===== config.mk =====
export PLATFORM = sky130hd
export DESIGN_NAME = processor_reset_sequencer
export DESIGN_NICKNAME = d
export VERILOG_FILES = /design/src/inc/reset_seq_pkg.sv /design/src/core/pin_sync.sv /design/src/core/processor_reset_sequencer.sv
export SDC_FILE = /design/constraint.sdc
export NUM_CORES = 1
export LEC_CHECK = 0
export CORE_ASPECT_RATIO = 1.4
export CORE_MARGIN = 10
export CORE_UTILIZATION = 40
export CTS_BUF_LIST = sky130_fd_sc_hd__clkbuf_2
export CTS_CLUSTER_SIZE = 12
export DETAILED_ROUTE_END_ITERATION = 7
export DONT_BUFFER_PORTS = 1
export HOLD_SLACK_MARGIN = 0.05
export PLACE_DENSITY_LB_ADDON = 0.15
export SLEW_MARGIN = 20
export SYNTH_ARGS = -nofsm -noshare
export SYNTH_HDL_FRONTEND = slang
export SYNTH_SLANG_ARGS = --single-unit

===== constraint.sdc =====
create_clock -name clk_sys_in -period 4.04 [get_ports clk_sys_in]
set_input_delay 0.808 -clock clk_sys_in [delete_from_list [all_inputs] [get_ports clk_sys_in]]
set_output_delay 0.808 -clock clk_sys_in [all_outputs]
set_load 0.005 [all_outputs]

===== src/inc/reset_seq_pkg.sv =====
package reset_seq_pkg;

    // ========================================
    // Timing
    localparam int unsigned CLK_PERIOD_NS      = 20;
    localparam int unsigned STRETCH_LOG2       = 17;
    localparam int unsigned STRETCH_CYCLES     = 1 << STRETCH_LOG2;
    localparam int unsigned PLL_SETTLE_US      = 100;
    localparam int unsigned PLL_SETTLE_CYCLES  = (PLL_SETTLE_US * 1000) / CLK_PERIOD_NS;
    localparam int unsigned PCI_EXTRA_CLOCKS   = 255;
    localparam int unsigned SYNC_STAGES        = 2;

    // ========================================
    // Reset values
    localparam logic        SOFT_RESTART_RESET = 1'b0;

    // ========================================
    // Sequencer states
    typedef enum logic [2:0]
    {
        ST_HELD    = 3'b001,
        ST_STRETCH = 3'b010,
        ST_RUN     = 3'b100
    } seq_state_t;

endpackage


===== src/core/pin_sync.sv =====
`timescale 1ns/1ns
module pin_sync
(
    input  wire logic clk_sys_in,
    input  wire logic rst_in,
    input  wire logic level_in,
    output logic      level_out
);
    logic stage1_reg;
    logic stage2_reg;

    // ========================================
    // Two-flop synchroniser, resets to asserted level
    always_ff @(posedge clk_sys_in)
    begin
        if (rst_in)
        begin
            stage1_reg <= 1'b1;
            stage2_reg <= 1'b1;
        end
        else
        begin
            stage1_reg <= level_in;
            stage2_reg <= stage1_reg;
        end
    end

    assign level_out = stage2_reg;
endmodule


===== src/core/processor_reset_sequencer.sv =====
`timescale 1ns/1ns
module processor_reset_sequencer
    import reset_seq_pkg::*;
#(
    parameter int unsigned STRETCH = STRETCH_CYCLES
)
(
    input  wire logic clk_sys_in,
    input  wire logic rst_in,
    input  wire logic hard_reset_in,
    input  wire logic pci_reset_in,
    input  wire logic soft_restart_set_in,
    input  wire logic soft_restart_clear_in,
    output logic      processor_hard_reset_out,
    output logic      processor_hard_reset_oe_out,
    output logic      soft_restart_out,
    output logic      stretch_active_out
);
    localparam int unsigned CW = $clog2(STRETCH + 1);

    logic            hard_sync;
    logic            pci_sync;
    logic            hold_now;
    seq_state_t      state_reg;
    seq_state_t      state_next;
    logic [CW-1:0]   count_reg;
    logic [CW-1:0]   count_next;
    logic            soft_reg;
    logic            soft_next;

    // ========================================
    // Pin synchronisers
    pin_sync u_hard_sync
    (
        .clk_sys_in (clk_sys_in),
        .rst_in     (rst_in),
        .level_in   (hard_reset_in),
        .level_out  (hard_sync)
    );

    pin_sync u_pci_sync
    (
        .clk_sys_in (clk_sys_in),
        .rst_in     (rst_in),
        .level_in   (pci_reset_in),
        .level_out  (pci_sync)
    );

    assign hold_now = hard_sync | pci_sync;

    // ========================================
    // Stretch sequencer
    always_comb
    begin
        state_next = state_reg;
        count_next = count_reg;
        unique case (state_reg)
            ST_HELD:
            begin
                count_next = '0;
                if (!hold_now)
                begin
                    state_next = ST_STRETCH;
                end
            end
            ST_STRETCH:
            begin
                if (hold_now)
                begin
                    state_next = ST_HELD;
                    count_next = '0;
                end
                else if (count_reg == CW'(STRETCH - 1))
                begin
                    state_next = ST_RUN;
                    count_next = '0;
                end
                else
                begin
                    count_next = count_reg + 1'b1;
                end
            end
            ST_RUN:
            begin
                if (hold_now)
                begin
                    state_next = ST_HELD;
                end
            end
            default:
            begin
                state_next = ST_HELD;
                count_next = '0;
            end
        endcase
    end

    always_ff @(posedge clk_sys_in)
    begin
        if (rst_in)
        begin
            state_reg <= ST_HELD;
            count_reg <= '0;
        end
        else
        begin
            state_reg <= state_next;
            count_reg <= count_next;
        end
    end

    // Open drain: value low, enable only while asserted
    assign processor_hard_reset_out    = 1'b0;
    assign processor_hard_reset_oe_out = (state_reg != ST_RUN);
    assign stretch_active_out          = (state_reg == ST_STRETCH);

    // ========================================
    // Soft restart
    always_comb
    begin
        soft_next = soft_reg;
        if (hard_sync)
        begin
            soft_next = 1'b0;
        end
        else if (soft_restart_set_in)
        begin
            soft_next = 1'b1;
        end
        else if (soft_restart_clear_in)
        begin
            soft_next = 1'b0;
        end
    end

    always_ff @(posedge clk_sys_in)
    begin
        if (rst_in)
        begin
            soft_reg <= SOFT_RESTART_RESET;
        end
        else
        begin
            soft_reg <= soft_next;
        end
    end

    assign soft_restart_out = soft_reg;

    // ========================================
    // Checks
    a_run_after_count: assert property (@(posedge clk_sys_in) disable iff (rst_in)
        (state_reg == ST_STRETCH && !hold_now && count_reg == CW'(STRETCH - 1))
        |=> processor_hard_reset_oe_out == 1'b0)
        else $error("output not released after stretch");

    a_hold_asserts: assert property (@(posedge clk_sys_in) disable iff (rst_in)
        hold_now |=> processor_hard_reset_oe_out)
        else $error("output not asserted during input reset");

    a_count_restart: assert property (@(posedge clk_sys_in) disable iff (rst_in)
        (state_reg == ST_STRETCH && hold_now) |=> (count_reg == '0 && state_reg == ST_HELD))
        else $error("count not restarted on reassertion");

    a_early_release: assert property (@(posedge clk_sys_in) disable iff (rst_in)
        $fell(processor_hard_reset_oe_out) |-> $past(count_reg) == CW'(STRETCH - 1))
        else $error("release before full count");

    a_drive_low: assert property (@(posedge clk_sys_in) disable iff (rst_in)
        processor_hard_reset_oe_out |-> processor_hard_reset_out == 1'b0)
        else $error("open drain drives high");

    a_soft_clear: assert property (@(posedge clk_sys_in) disable iff (rst_in)
        hard_sync |=> !soft_restart_out)
        else $error("soft restart not cleared by hard reset");

    a_soft_set: assert property (@(posedge clk_sys_in) disable iff (rst_in)
        (soft_restart_set_in && !hard_sync) |=> soft_restart_out)
        else $error("soft restart not set");

    a_soft_hold: assert property (@(posedge clk_sys_in) disable iff (rst_in)
        (!hard_sync && !soft_restart_set_in && !soft_restart_clear_in) |=> $stable(soft_restart_out))
        else $error("soft restart changed with no request");

    a_soft_sw_clear: assert property (@(posedge clk_sys_in) disable iff (rst_in)
        (soft_restart_clear_in && !soft_restart_set_in) |=> !soft_restart_out)
        else $error("soft restart not cleared by software");

    // ========================================
    // Sequencer checks
    a_held_no_count: assert property (@(posedge clk_sys_in) disable iff (rst_in)
        (state_reg == ST_HELD) |-> count_reg == '0)
        else $error("count not zero while held");

    a_release_starts: assert property (@(posedge clk_sys_in) disable iff (rst_in)
        (state_reg == ST_HELD && !hold_now) |=> (stretch_active_out && count_reg == '0))
        else $error("stretch not started from zero after release");

    a_count_steps: assert property (@(posedge clk_sys_in) disable iff (rst_in)
        (state_reg == ST_STRETCH && !hold_now && count_reg != CW'(STRETCH - 1))
        |=> (stretch_active_out && count_reg == CW'($past(count_reg) + 1'b1)))
        else $error("stretch count did not advance by one");

    a_run_stays: assert property (@(posedge clk_sys_in) disable iff (rst_in)
        (state_reg == ST_RUN && !hold_now) |=> !processor_hard_reset_oe_out)
        else $error("output asserted with no reset request");

    a_held_while_hold: assert property (@(posedge clk_sys_in) disable iff (rst_in)
        hold_now |=> (!stretch_active_out && state_reg == ST_HELD))
        else $error("stretch running while reset held");

    a_stretch_bound: assert property (@(posedge clk_sys_in) disable iff (rst_in)
        stretch_active_out |-> count_reg <= CW'(STRETCH - 1))
        else $error("stretch count beyond its end");
endmodule


# After elaboration in Yosys (flattened, before gate mapping)

Cells that the tools add are included.

Register bits after elaboration: 26
Output and inout port bits: 4
Logic and storage cells: 30
Input bits: 6
Latch bits: 0
Bits in writable memories: 0
Memories: 0
Bits in read-only memories: 0

Bitwise operators: 1
Multipliers: 0
Order comparisons: 0
Shift-type cells: 0
Eq/ne operators: 8
Reduce and logical (&&, ||, !) cells: 3
Mux-type cells: 10
Divide/modulo/power cells: 0
Add/sub/neg operators: 1

Operator list:

| operator                | count |
|---|---|
| $mux W18                | 2 |
| $pmux W18 S2            | 1 |
| $add A18 B1 Y18 const B | 1 |
| $eq A18 B17 Y1 const B  | 1 |
| $mux W3                 | 4 |
| $pmux W3 S3             | 1 |
| $ne A2 B2 Y1 const B    | 2 |
| $eq A3 B1 Y1 const B    | 1 |
| $eq A3 B2 Y1 const B    | 1 |
| $eq A3 B3 Y1 const B    | 1 |
| $ne A3 B1 Y1 const B    | 1 |
| $ne A3 B3 Y1 const B    | 1 |
| $reduce_and A3 Y1       | 1 |
| $mux W1                 | 2 |
| $reduce_bool A2 Y1      | 1 |
| $reduce_or A2 Y1        | 1 |
| $or A1 B1 Y1            | 1 |

# Longest topological paths before layout

Gate-level depths: netlist of the first run.

Word-level depth: 4
Gate-level depth with buffers: 7
Depth with buffers taken out: 5

# Hierarchy

Synthesis of the first run repeated with hierarchy kept, for this count alone.

Cell total of the unflattened synthesis: 132
Area total of the unflattened synthesis: 1255.0 sq um

By module, submodules not included:

| module                    | times used | area each (sq um) | cells an instance | sequential area each (sq um) |
|---|---|---|---|---|
| processor_reset_sequencer | 1          | 1149.9            | 124               | 440.4 |
| pin_sync                  | 2          | 52.6              | 4                 | 40.0 |

# Worst setup path before layout of the first run

No wires, ideal clock.

Path kind: reg2out
Start point: register state_reg[2]
End point: output port processor_hard_reset_oe_out
Arrival time: 885 ps
Setup slack: 2347 ps
Stages on the path, launching flop included: 3
Data required time: 3232 ps
Path buffers: 0
Cells stage by stage: dfxtp_1 -> nor3b_1 -> inv_2

Word-level cells in the longest chain between the ends: 1

RTL lines:

| item                     | line                             | source |
|---|---|---|
| start: declaration       | processor_reset_sequencer.sv:24  | `seq_state_t state_reg;` |
| start signal: assignment | processor_reset_sequencer.sv:107 | `state_reg <= state_next;` |
| $ne A3 B3 Y1             | processor_reset_sequencer.sv:114 | `assign processor_hard_reset_oe_out = (state_reg != ST_RUN);` |
| end: declaration         | processor_reset_sequencer.sv:15  | `output logic processor_hard_reset_oe_out,` |

No other way between the ends.

# Worst setup path after layout of the first run

Same ends and word-level chain as after synthesis.

==> impl_metrics.csv, run 1 <==
group,metric,value,unit
status,status,"completed",
setup_path,reg2regPathDepth,6,
clock_tree,ctsRootBufferMaster,"clkbuf_2",
clock_tree,cts_buffer_depth,2,
clock_tree,ctsHoldBuffers,0,
clock_tree,cts_tree,"built",
clock_tree,clock_latency,350,ps
synthesis,syn_nets,153,
route,drc,0,
route,post_drt_wl_per_cell,14.3,um
clock_tree,cts_repair_resize_count,0,
global_route,grt_usage,10.1,%
pwr,vdd_drop_max,0.000169,V
finish,largest_reg_flops,18,
synthesis,async_reset_ff_share,0,%
clock_tree,post_cts_buffers,0,
finish,diodes,0,
timing,skew,8.02,ps
synthesis,ys_ff_latch,26,
clock_tree,clock-sinks,26,
setup_path,crit_fanout,13,
placed_design,place_congestion,0.793,
synthesis,syn_area,1260,sq um
synthesis,yosys.area.top_type_share,41.3,%
timing,worstMarginPinSlew,629,ps
timing,slew_headroom,57.6,%
route,drt-pass1-iter-count,4,
timing,drv_slew,0,
setup_path,crit_family,"flip-flops",
route,final_antenna_net_count,0,
setup_path,crit_type,"reg2out",
global_route,grt_overflow,0,
die,die-area,5830,sq um
global_route,grt_pass1_vias,1044,
timing,setup_tns,0,ps
route,met3_length,81,um
timing,timing.hold.ws,446,ps
route,routed.top_layer,"met4",
placed_design,dp_hpwl,2.04,mm
timing,post-route-period-util,55.0,%
route,met2WireLength,1.37,mm
setup_path,required,3230,ps
route,via_per_inst,5.73,
timing,max_freq,0.450,GHz
flow_run,maxCapViolCount,0,
pwr,powerDensity,319,nW/um^2
setup_path,worstSetupStartpoint,"state_reg[2]",
setup_path,critPathBufInv,2,
synthesis,synth_area_per_cell,8.63,sq um
setup_path,startpoint_type,"flip-flop",
placed_design,port_buffers,0,
route,drtIter0Drc,30,
hold_path,hp-class,"reg2reg",
clock_tree,clk_pin_slew,250,ps
synthesis,yosysTopAreaCell,"dfxtp_1",
clock_tree,numCtsBuffers,3,
die,fp.dieH,86.4,um
synthesis,netlist_top_cells_area,"dfxtp_1 (41%), a21oi_1 (4.4%), nand3_1 (4.0%)",
synthesis,yosysWarnings,0,
global_route,grt_pass1_wl,4.75,mm
pwr,leakage,0.409,nW
die,num_rows,24,
setup_path,crit_slowest_cell,"dfxtp_1",
setup_path,reg2reg_slack,2140,ps
synthesis,synth_edf_count,0,
setup_path,crit_arrival,1410,ps
setup_path,r2r-start,"count_reg[0]",
timing,setup_violations,0,
global_route,grt_max_degree,16,
setup_path,cpPeakStageDelay,490,ps
timing,rsz0062_at_grt,"no",
route,wl,2.67,mm
global_route,grt_antenna_before_repair,0,
synthesis,synth_cells,146,
setup_path,crit_end,"processor_hard_reset_oe_out",
timing,hold_viol_final,0,
route,m1WireLength,1.17,mm
setup_path,crit_path_end_kind,"output pin",
finish,area_growth,6.75,%
route,vias,1066,
setup_path,path_depth,3,
timing,period_minus_slack,2220,ps
setup_path,crit_chain,"nor3b_1 -> buf_4 -> inv_2",
synthesis,synth_flop_cell,"dfxtp_1",
die,core,3060,sq um
finish,layout.nets,155,
setup_path,r2r-end,"count_reg[17]",
synthesis,ys_types,47,
clock_tree,htreeDepth,1,
die,boundaryPins,10,
die,start_util,41.1,%
die,die_w,67.4,um
synthesis,ys_seq_area_share,41.3,%
finish,final_layout_size_suffix_gt1_share,14.3,%
worst min-delay path by stage:
stage | depth (start not counted) | endpoint | startpoint | slack [ps]
6_report | 1 | u_hard_sync.level_out | u_hard_sync.stage1_reg | 450
5_1_grt | 1 | count_reg[2] | rst_in | 420
4_1_cts | 1 | u_hard_sync.level_out | u_hard_sync.stage1_reg | 450
3_5_place_dp | 1 | u_hard_sync.level_out | u_hard_sync.stage1_reg | 390
3_3_place_gp | 1 | u_hard_sync.level_out | u_hard_sync.stage1_reg | 410
2_1_floorplan | 1 | u_hard_sync.level_out | u_hard_sync.stage1_reg | 390
layout by cell type (no fill, tap or decap), drive strengths merged, types with 2 or more instances in the layout:
cell type  instances
buf                2
nor2               8
or3                5
dfxtp             26
o41ai              3
clkbuf             3
o31ai              2
inv                5
nand2b             5
and4               2
nor3               5
or2                5
and3               2
nand3             11
nand4              5
or4                3
a21oi             11
o21ai             10
xnor2              4
and2               2
nand2             10
cells by family (layout without fill, tap and decap cells):
group,after synthesis,count (layout),share of synthesized area [%]
xor gates and xnor gates,5,5,3.48
other,1,1,0.298
buffers and inverters,10,11,3.38
and+or+nand+nor,71,71,34.2
adders and majority gates,1,1,0.993
DFF,26,26,41.3
AOI/OAI and AO/OA,32,32,16.4
power breakdown:
part           internal [W]  switching, W  leakage (nW)
Sequential         0.000260    0.00000146         0.210
Combinational    0.00000261    0.00000287         0.172
Clock             0.0000852     0.0000775        0.0266
Total              0.000347     0.0000818         0.409
synthesized netlist by cell type (2+ instances only):
cell type and count:
dfxtp_1 26, a21oi_1 11, nand2_1 10, nand3_1 10
o21ai_0 10, nor2_1 7, nand2b_1 5, nor3_1 5
or2_2 5, or3_1 5, inv_1 4, nand4_1 4
xnor2_1 4, clkbuf_1 3, and2_1 2, o31ai_1 2
o41ai_1 2, or4_4 2
worst reg2reg max path, delay by kind of cell (launching register included):
| kind | cells | cell delay, ps |
|---|---|---|
| AO/OA/AOI/OAI | 2 | 500 |
| adder cells (fa/ha/maj) | 1 | 230 |
| buffers and inverters | 1 | 260 |
| flip-flops | 1 | 450 |
| AND/OR/NAND/NOR | 2 | 380 |
final cells by class:
| class | count | area (sq um) |
|---|---|---|
| timing repair buffer | 2 | 15.0 |
| clock inverter | 1 | 30.0 |
| clock buffer | 3 | 15.0 |
| inverter | 5 | 18.8 |
| multi-input combinational | 110 | 697 |
| sequential | 26 | 520 |
| tap | 39 | 48.8 |
| fill | 333 | 1720 |
stage by stage:
stage	power, W	setup WS (ps)	cells	area (sq um)	utilization (%)
2_1_floorplan	0.000272	2350	146	1260	-
3_5_place_dp	0.000271	2170	182	1300	42.4
6_report	0.000429	1820	186	1350	43.9
5_1_grt	0.000448	1710	186	1350	43.9
3_3_place_gp	0.000271	2230	182	1300	42.4
4_1_cts	0.000435	1800	186	1350	43.9
layer usage:
layer  vias to the layer above  track usage, %
met2                        18            17.6
met1                       501            11.0
met3                         6            2.07
met4                         0            5.24
met5                         -               0
li1                        541               -
No activity file was read; power rests on OpenSTA's default activity.
==> run 2: changes to the inputs <==
Settings changed: ABC_AREA from default to 1.
Clock period 4.04 ns to 2 ns, I/O delays scaled along.
==> impl_metrics.csv, run 2 <==
group,metric,value,unit
finish,diodes,0,
setup_path,startpoint_type,"flip-flop",
pwr,p_sw,0.000172,W
timing,fin_ws,373,ps
synthesis,ys_seq_area_share,36.5,%
timing,rsz0062_at_grt,"no",
clock_tree,clock-sinks,26,
finish,layout.nets,212,
route,vias,1212,
timing,hold_viol_final,0,
global_route,grt_pass1_vias,1183,
die,start_util,41.9,%
finish,mostFrequentLayoutCell,"nand2_1",
placed_design,place_congestion,0.894,
timing,drv_slew,0,
synthesis,async_reset_ff_share,0,%
global_route,grt_overflow,0,
placed_design,post-place-ws,500,ps
clock_tree,cts_tree,"built",
die,core,3410,sq um
synthesis,synth_most_common_cell,"nand2_1",
pwr,vdd_drop_max,0.000299,V
global_route,grt_max_degree,16,
route,drtIter0Drc,62,
setup_path,crit_arrival,1230,ps
timing,skew,2.79,ps
die,num_rows,25,
synthesis,synth_edf_count,0,
placed_design,dp_hpwl,2.28,mm
setup_path,crit_fanout,4,
clock_tree,clk_pin_slew,250,ps
global_route,grt_antenna_before_repair,0,
timing,period_minus_slack,1630,ps
route,via_per_inst,4.97,
route,drc,0,
pwr,p_comb_share,1.6,%
finish,num-fill-cells,348,
synthesis,yosys.area.top_type_share,36.5,%
clock_tree,ctsRootBufferMaster,"clkbuf_2",
route,wl,2.93,mm
clock_tree,post_cts_buffers,0,
clock_tree,cts_buffer_depth,2,
die,boundaryPins,10,
pwr,switching_share,19.6,%
route,final_antenna_net_count,0,
die,die_w,70.5,um
finish,largest_reg_flops,18,
pwr,power.share.clock,38.2,%
finish,area_growth,3.68,%
die,fp.dieH,90.7,um
status,status,"completed",
route,drt-pass1-iter-count,4,
timing,post-route-period-util,81.3,%
die,die-area,6390,sq um
synthesis,synth_flop_cell,"dfxtp_1",
clock_tree,clock_latency,350,ps
setup_path,reg2reg_slack,450,ps
flow_run,maxCapViolCount,0,
global_route,grt_usage,9.33,%
synthesis,syn_nets,210,
timing,setup_violations,0,
pwr,powerDensity,591,nW/um^2
synthesis,synthTopCellsByCount,"nand2_1 (47), inv_1 (27), dfxtp_1 (26)",
setup_path,crit_type,"reg2out",
timing,setup_tns,0,ps
setup_path,crit_path_end_kind,"output pin",
finish,layout_common_cells,"nand2_1 (47), inv_1 (27), dfxtp_1 (26), nor2_1 (24), nand3_1 (14)",
clock_tree,numCtsBuffers,3,
placed_design,port_buffers,0,
synthesis,synth_area_per_cell,7.03,sq um
hold_path,hp-class,"in2reg",
pwr,pwr-share-seq,60.2,%
pwr,leakage,0.570,nW
synthesis,ys_ff_latch,26,
synthesis,syn_area,1430,sq um
pwr,p_int,0.000703,W
synthesis,netlist_top_cells_area,"dfxtp_1 (36%), nand2_1 (12%), inv_1 (7.1%)",
synthesis,yosysWarnings,0,
global_route,grt_pass1_wl,5.06,mm
route,post_drt_wl_per_cell,12.0,um
synthesis,synth_cells,203,
finish,final_layout_size_suffix_gt1_share,16.2,%
setup_path,required,1600,ps
timing,max_freq,0.615,GHz
synthesis,yosysTopAreaCell,"dfxtp_1",
synthesis,ys_types,27,
clock_tree,htreeDepth,1,
[run 2: changes by cell type after synthesis, moves of 4 or more]
cell,delta
nand2_1,+37
inv_1,+23
nor2_1,+17
nor2_2,+12
nand4_1,+6
o21ai_0,-6
nand2b_1,-5
or3_1,-5
a21oi_1,-4
nand3_1,+4
nor3_1,-4
[run 2: cell families after synthesis]
group	count (synthesis)	share of synthesized area, %
buffers and inverters	34	11.8
flip-flops	26	36.5
AO/OA/AOI/OAI	13	4.82
XOR/XNOR	5	3.07
AND/OR/NAND/NOR	123	42.7
other	1	0.263
adder cells (fa/ha/maj)	1	0.876
[run 2: final cells by class]
| class | instances | area, sq um | share of cell area (%) |
|---|---|---|---|
| Clock buffer | 3 | 15.0 | 1.01 |
| Clock inverter | 1 | 30.0 | 2.03 |
| Inverter | 29 | 109 | 7.35 |
| Multi-Input combinational cell | 143 | 738 | 49.9 |
| Sequential cell | 26 | 520 | 35.2 |
| Tap cell | 40 | 50.0 | 3.38 |
| Timing Repair Buffer | 2 | 17.5 | 1.18 |
[run 2: power groups by stage]
| stage | clock network [W] | logic [W] | registers (W) |
|---|---|---|---|
| after detailed placement | 0 | 0.0000111 | 0.000536 |
| after global routing | 0.000360 | 0.0000159 | 0.000528 |
| after floorplan | 0 | 0.0000145 | 0.000536 |
| final | 0.000334 | 0.0000138 | 0.000526 |
| after CTS | 0.000351 | 0.0000141 | 0.000527 |
| after global placement | 0 | 0.0000109 | 0.000536 |
[run 2: what timing repair did]
item	CTS	global route
resized for setup	0	0
hold buffers	1	0
hold endpoints to repair	5	0
[run 2: path summary, 6_finish.rpt]
path,startpoint,end,depth (start not counted)
min reg2reg,u_hard_sync.stage1_reg,u_hard_sync.level_out,1
max reg2reg,count_reg[1],count_reg[16],9
max,state_reg[2],stretch_active_out,3
min,hard_reset_in,u_hard_sync.stage1_reg,1
[run 2: through the flow]
stage | instance area [sq um] | power (W) | std cells | hold WS [ps] | util (%)
CTS | 1480 | 0.000892 | 244 | 82.5 | 43.4
finish | 1480 | 0.000874 | 244 | 120 | 43.4
global route | 1480 | 0.000903 | 244 | 74.1 | 43.4
detailed placement | 1430 | 0.000547 | 239 | 402 | 41.8
floorplan | 1430 | 0.000550 | 203 | 389 | -
global placement | 1430 | 0.000547 | 239 | 400 | 41.8
[run 2: critical path, cell delays in order (launching register included)]
cell     delay [ps]
dfxtp_1         390
inv_1           110
nand3_1         190
inv_1           170
[run 2: layer usage]
layer,vias to the layer above,share of wire (%),GRT usage [%]
li1,635,-,-
met1,563,42,9.99
met2,10,54,17.0
met3,4,2.0,1.76
met4,0,1.4,3.80
met5,-,0,0
==> run 3: changes to the inputs <==
Clock period 2 ns to 1.62 ns, I/O delays scaled along.
==> impl_metrics.csv, run 3 (synthesized netlist as in run 2, its figures left out) <==
group,metric,value,unit
pwr,switching_share,19.9,%
global_route,grt_max_degree,16,
global_route,grt_pass1_vias,1252,
timing,hold_viol_final,0,
route,final_antenna_net_count,0,
pwr,powerDensity,696,nW/um^2
route,drt-pass1-iter-count,4,
finish,num-fill-cells,360,
placed_design,place_congestion,0.921,
die,core,3410,sq um
finish,largest_reg_flops,18,
clock_tree,cts_tree,"built",
clock_tree,clock-sinks,26,
setup_path,r2r-start,"count_reg[8]",
global_route,grt_overflow,0,
clock_tree,cts_buffer_depth,2,
pwr,p_comb_share,2.1,%
setup_path,crit_path_end_kind,"output pin",
setup_path,startpoint_type,"flip-flop",
finish,register_area,526,sq um
pwr,vdd_drop_max,0.000518,V
die,num_rows,25,
global_route,grt_usage,9.91,%
die,start_util,41.9,%
hold_path,hp-class,"in2reg",
pwr,p_int,0.000871,W
clock_tree,htreeDepth,1,
finish,layout_common_cells,"nand2_1 (47), inv_1 (26), dfxtp_1 (22), nor2_1 (20), nor2_2 (16)",
timing,skew,5.55,ps
clock_tree,ctsRootBufferMaster,"clkbuf_2",
setup_path,r2r-end,"count_reg[2]",
finish,layout.nets,218,
pwr,power.share.clock,38.1,%
hold_path,min-delay-start,"soft_restart_set_in",
route,via_per_inst,4.87,
pwr,finalPower,0.00109,W
hold_path,hold-path-cell-count,2,
finish,multi_input_area,763,sq um
setup_path,crit_fanout,7,
clock_tree,clock_latency,360,ps
route,wl,3.06,mm
timing,timing.hold.ws,112,ps
flow_run,maxCapViolCount,0,
die,die-area,6390,sq um
global_route,grt_pass1_wl,5.42,mm
finish,diodes,0,
placed_design,dp_hpwl,2.43,mm
route,drtIter0Drc,31,
status,status,"completed",
hold_path,holdPathEnd,"soft_restart_out",
timing,max_freq,0.650,GHz
route,drc,0,
setup_path,crit_type,"reg2out",
timing,drv_slew,0,
die,die_w,70.5,um
setup_path,required,1300,ps
pwr,pwr-share-seq,59.8,%
timing,setup_tns,0,ps
placed_design,port_buffers,0,
route,post_drt_wl_per_cell,12.2,um
timing,period_minus_slack,1540,ps
setup_path,crit_arrival,1210,ps
clock_tree,clk_pin_slew,250,ps
timing,post-route-period-util,95.0,%
pwr,p_sw,0.000216,W
timing,rsz0062_at_grt,"no",
die,boundaryPins,10,
pwr,leakage,0.598,nW
finish,final_layout_size_suffix_gt1_share,22.9,%
timing,setup_violations,0,
setup_path,reg2reg_slack,180,ps
setup_path,reg2regPathDepth,9,
clock_tree,numCtsBuffers,3,
finish,mostFrequentLayoutCell,"nand2_1",
route,vias,1218,
global_route,grt_antenna_before_repair,0,
finish,area_growth,9.29,%
die,fp.dieH,90.7,um
==> run 3: cell count changes in the layout (fill, tap and decap cells not counted), moves of 2 or more <==
cell | before | now
buf_4 | 1 | 5
nor2_1 | 24 | 20
dlygate4sd3_1 | 1 | 3
dfxtp_2 | 0 | 4
dfxtp_1 | 26 | 22
nor2_2 | 12 | 16
==> run 3: power groups by stage <==
stage / clock, W / sequential, W / combinational [W]
global route: 0.000448 / 0.000652 / 0.0000252
floorplan: 0 / 0.000661 / 0.0000179
global placement: 0 / 0.000662 / 0.0000139
finish: 0.000414 / 0.000650 / 0.0000226
CTS: 0.000427 / 0.000651 / 0.0000226
detailed placement: 0 / 0.000662 / 0.0000140
==> run 3: layer usage <==
metal / vias to the layer above / global-route usage, % / wire (um)
li1: 642 / - / -
met1: 550 / 9.66 / 1260
met2: 15 / 17.9 / 1610
met3: 11 / 1.87 / 76
met4: 0 / 6.93 / 116
met5: - / 0 / 0
==> run 3: final cells by class <==
| cell class | count | share of cell area (%) |
|---|---|---|
| repair buffers | 8 | 4.33 |
| clock buffers | 3 | 0.962 |
| clock inverters | 1 | 1.92 |
| flip-flops and latches | 26 | 33.7 |
| well taps | 40 | 3.21 |
| multi-input cells | 143 | 48.9 |
| inverters | 29 | 6.98 |
==> run 3: metrics by stage <==
stage	cell area [sq um]	setup WS, ps	instances	utilization (%)
global placement	1460	102	243	42.7
finish	1560	81.0	250	45.8
floorplan	1430	259	203	-
detailed placement	1460	77.6	243	42.7
CTS	1540	24.6	250	45.1
global route	1560	8.78	250	45.8
==> run 3: worst max-delay path by stage <==
| stage | from | end | slack, ps | depth (start not counted) |
|---|---|---|---|---|
| finish | state_reg[0] | processor_hard_reset_oe_out | 80 | 3 |
| global route | count_reg[7] | count_reg[16] | 9 | 8 |
| CTS | state_reg[2] | stretch_active_out | 20 | 3 |
| detailed placement | count_reg[1] | count_reg[16] | 80 | 8 |
| global placement | count_reg[1] | count_reg[16] | 100 | 8 |
| floorplan | count_reg[1] | count_reg[16] | 260 | 8 |
==> run 3: worst max-delay path: stages, from the launching register on <==
cell,delay [ps]
dfxtp_1,460
inv_2,90
nand3_4,130
buf_4,180
==> run 3: repair_timing <==
item / in CTS / in global routing
hold endpoints to repair: 9 / 0
setup endpoints to repair: 1 / 10
hold buffers: 3 / 0
buffers inserted: 0 / 0
gates resized for setup: 1 / 11
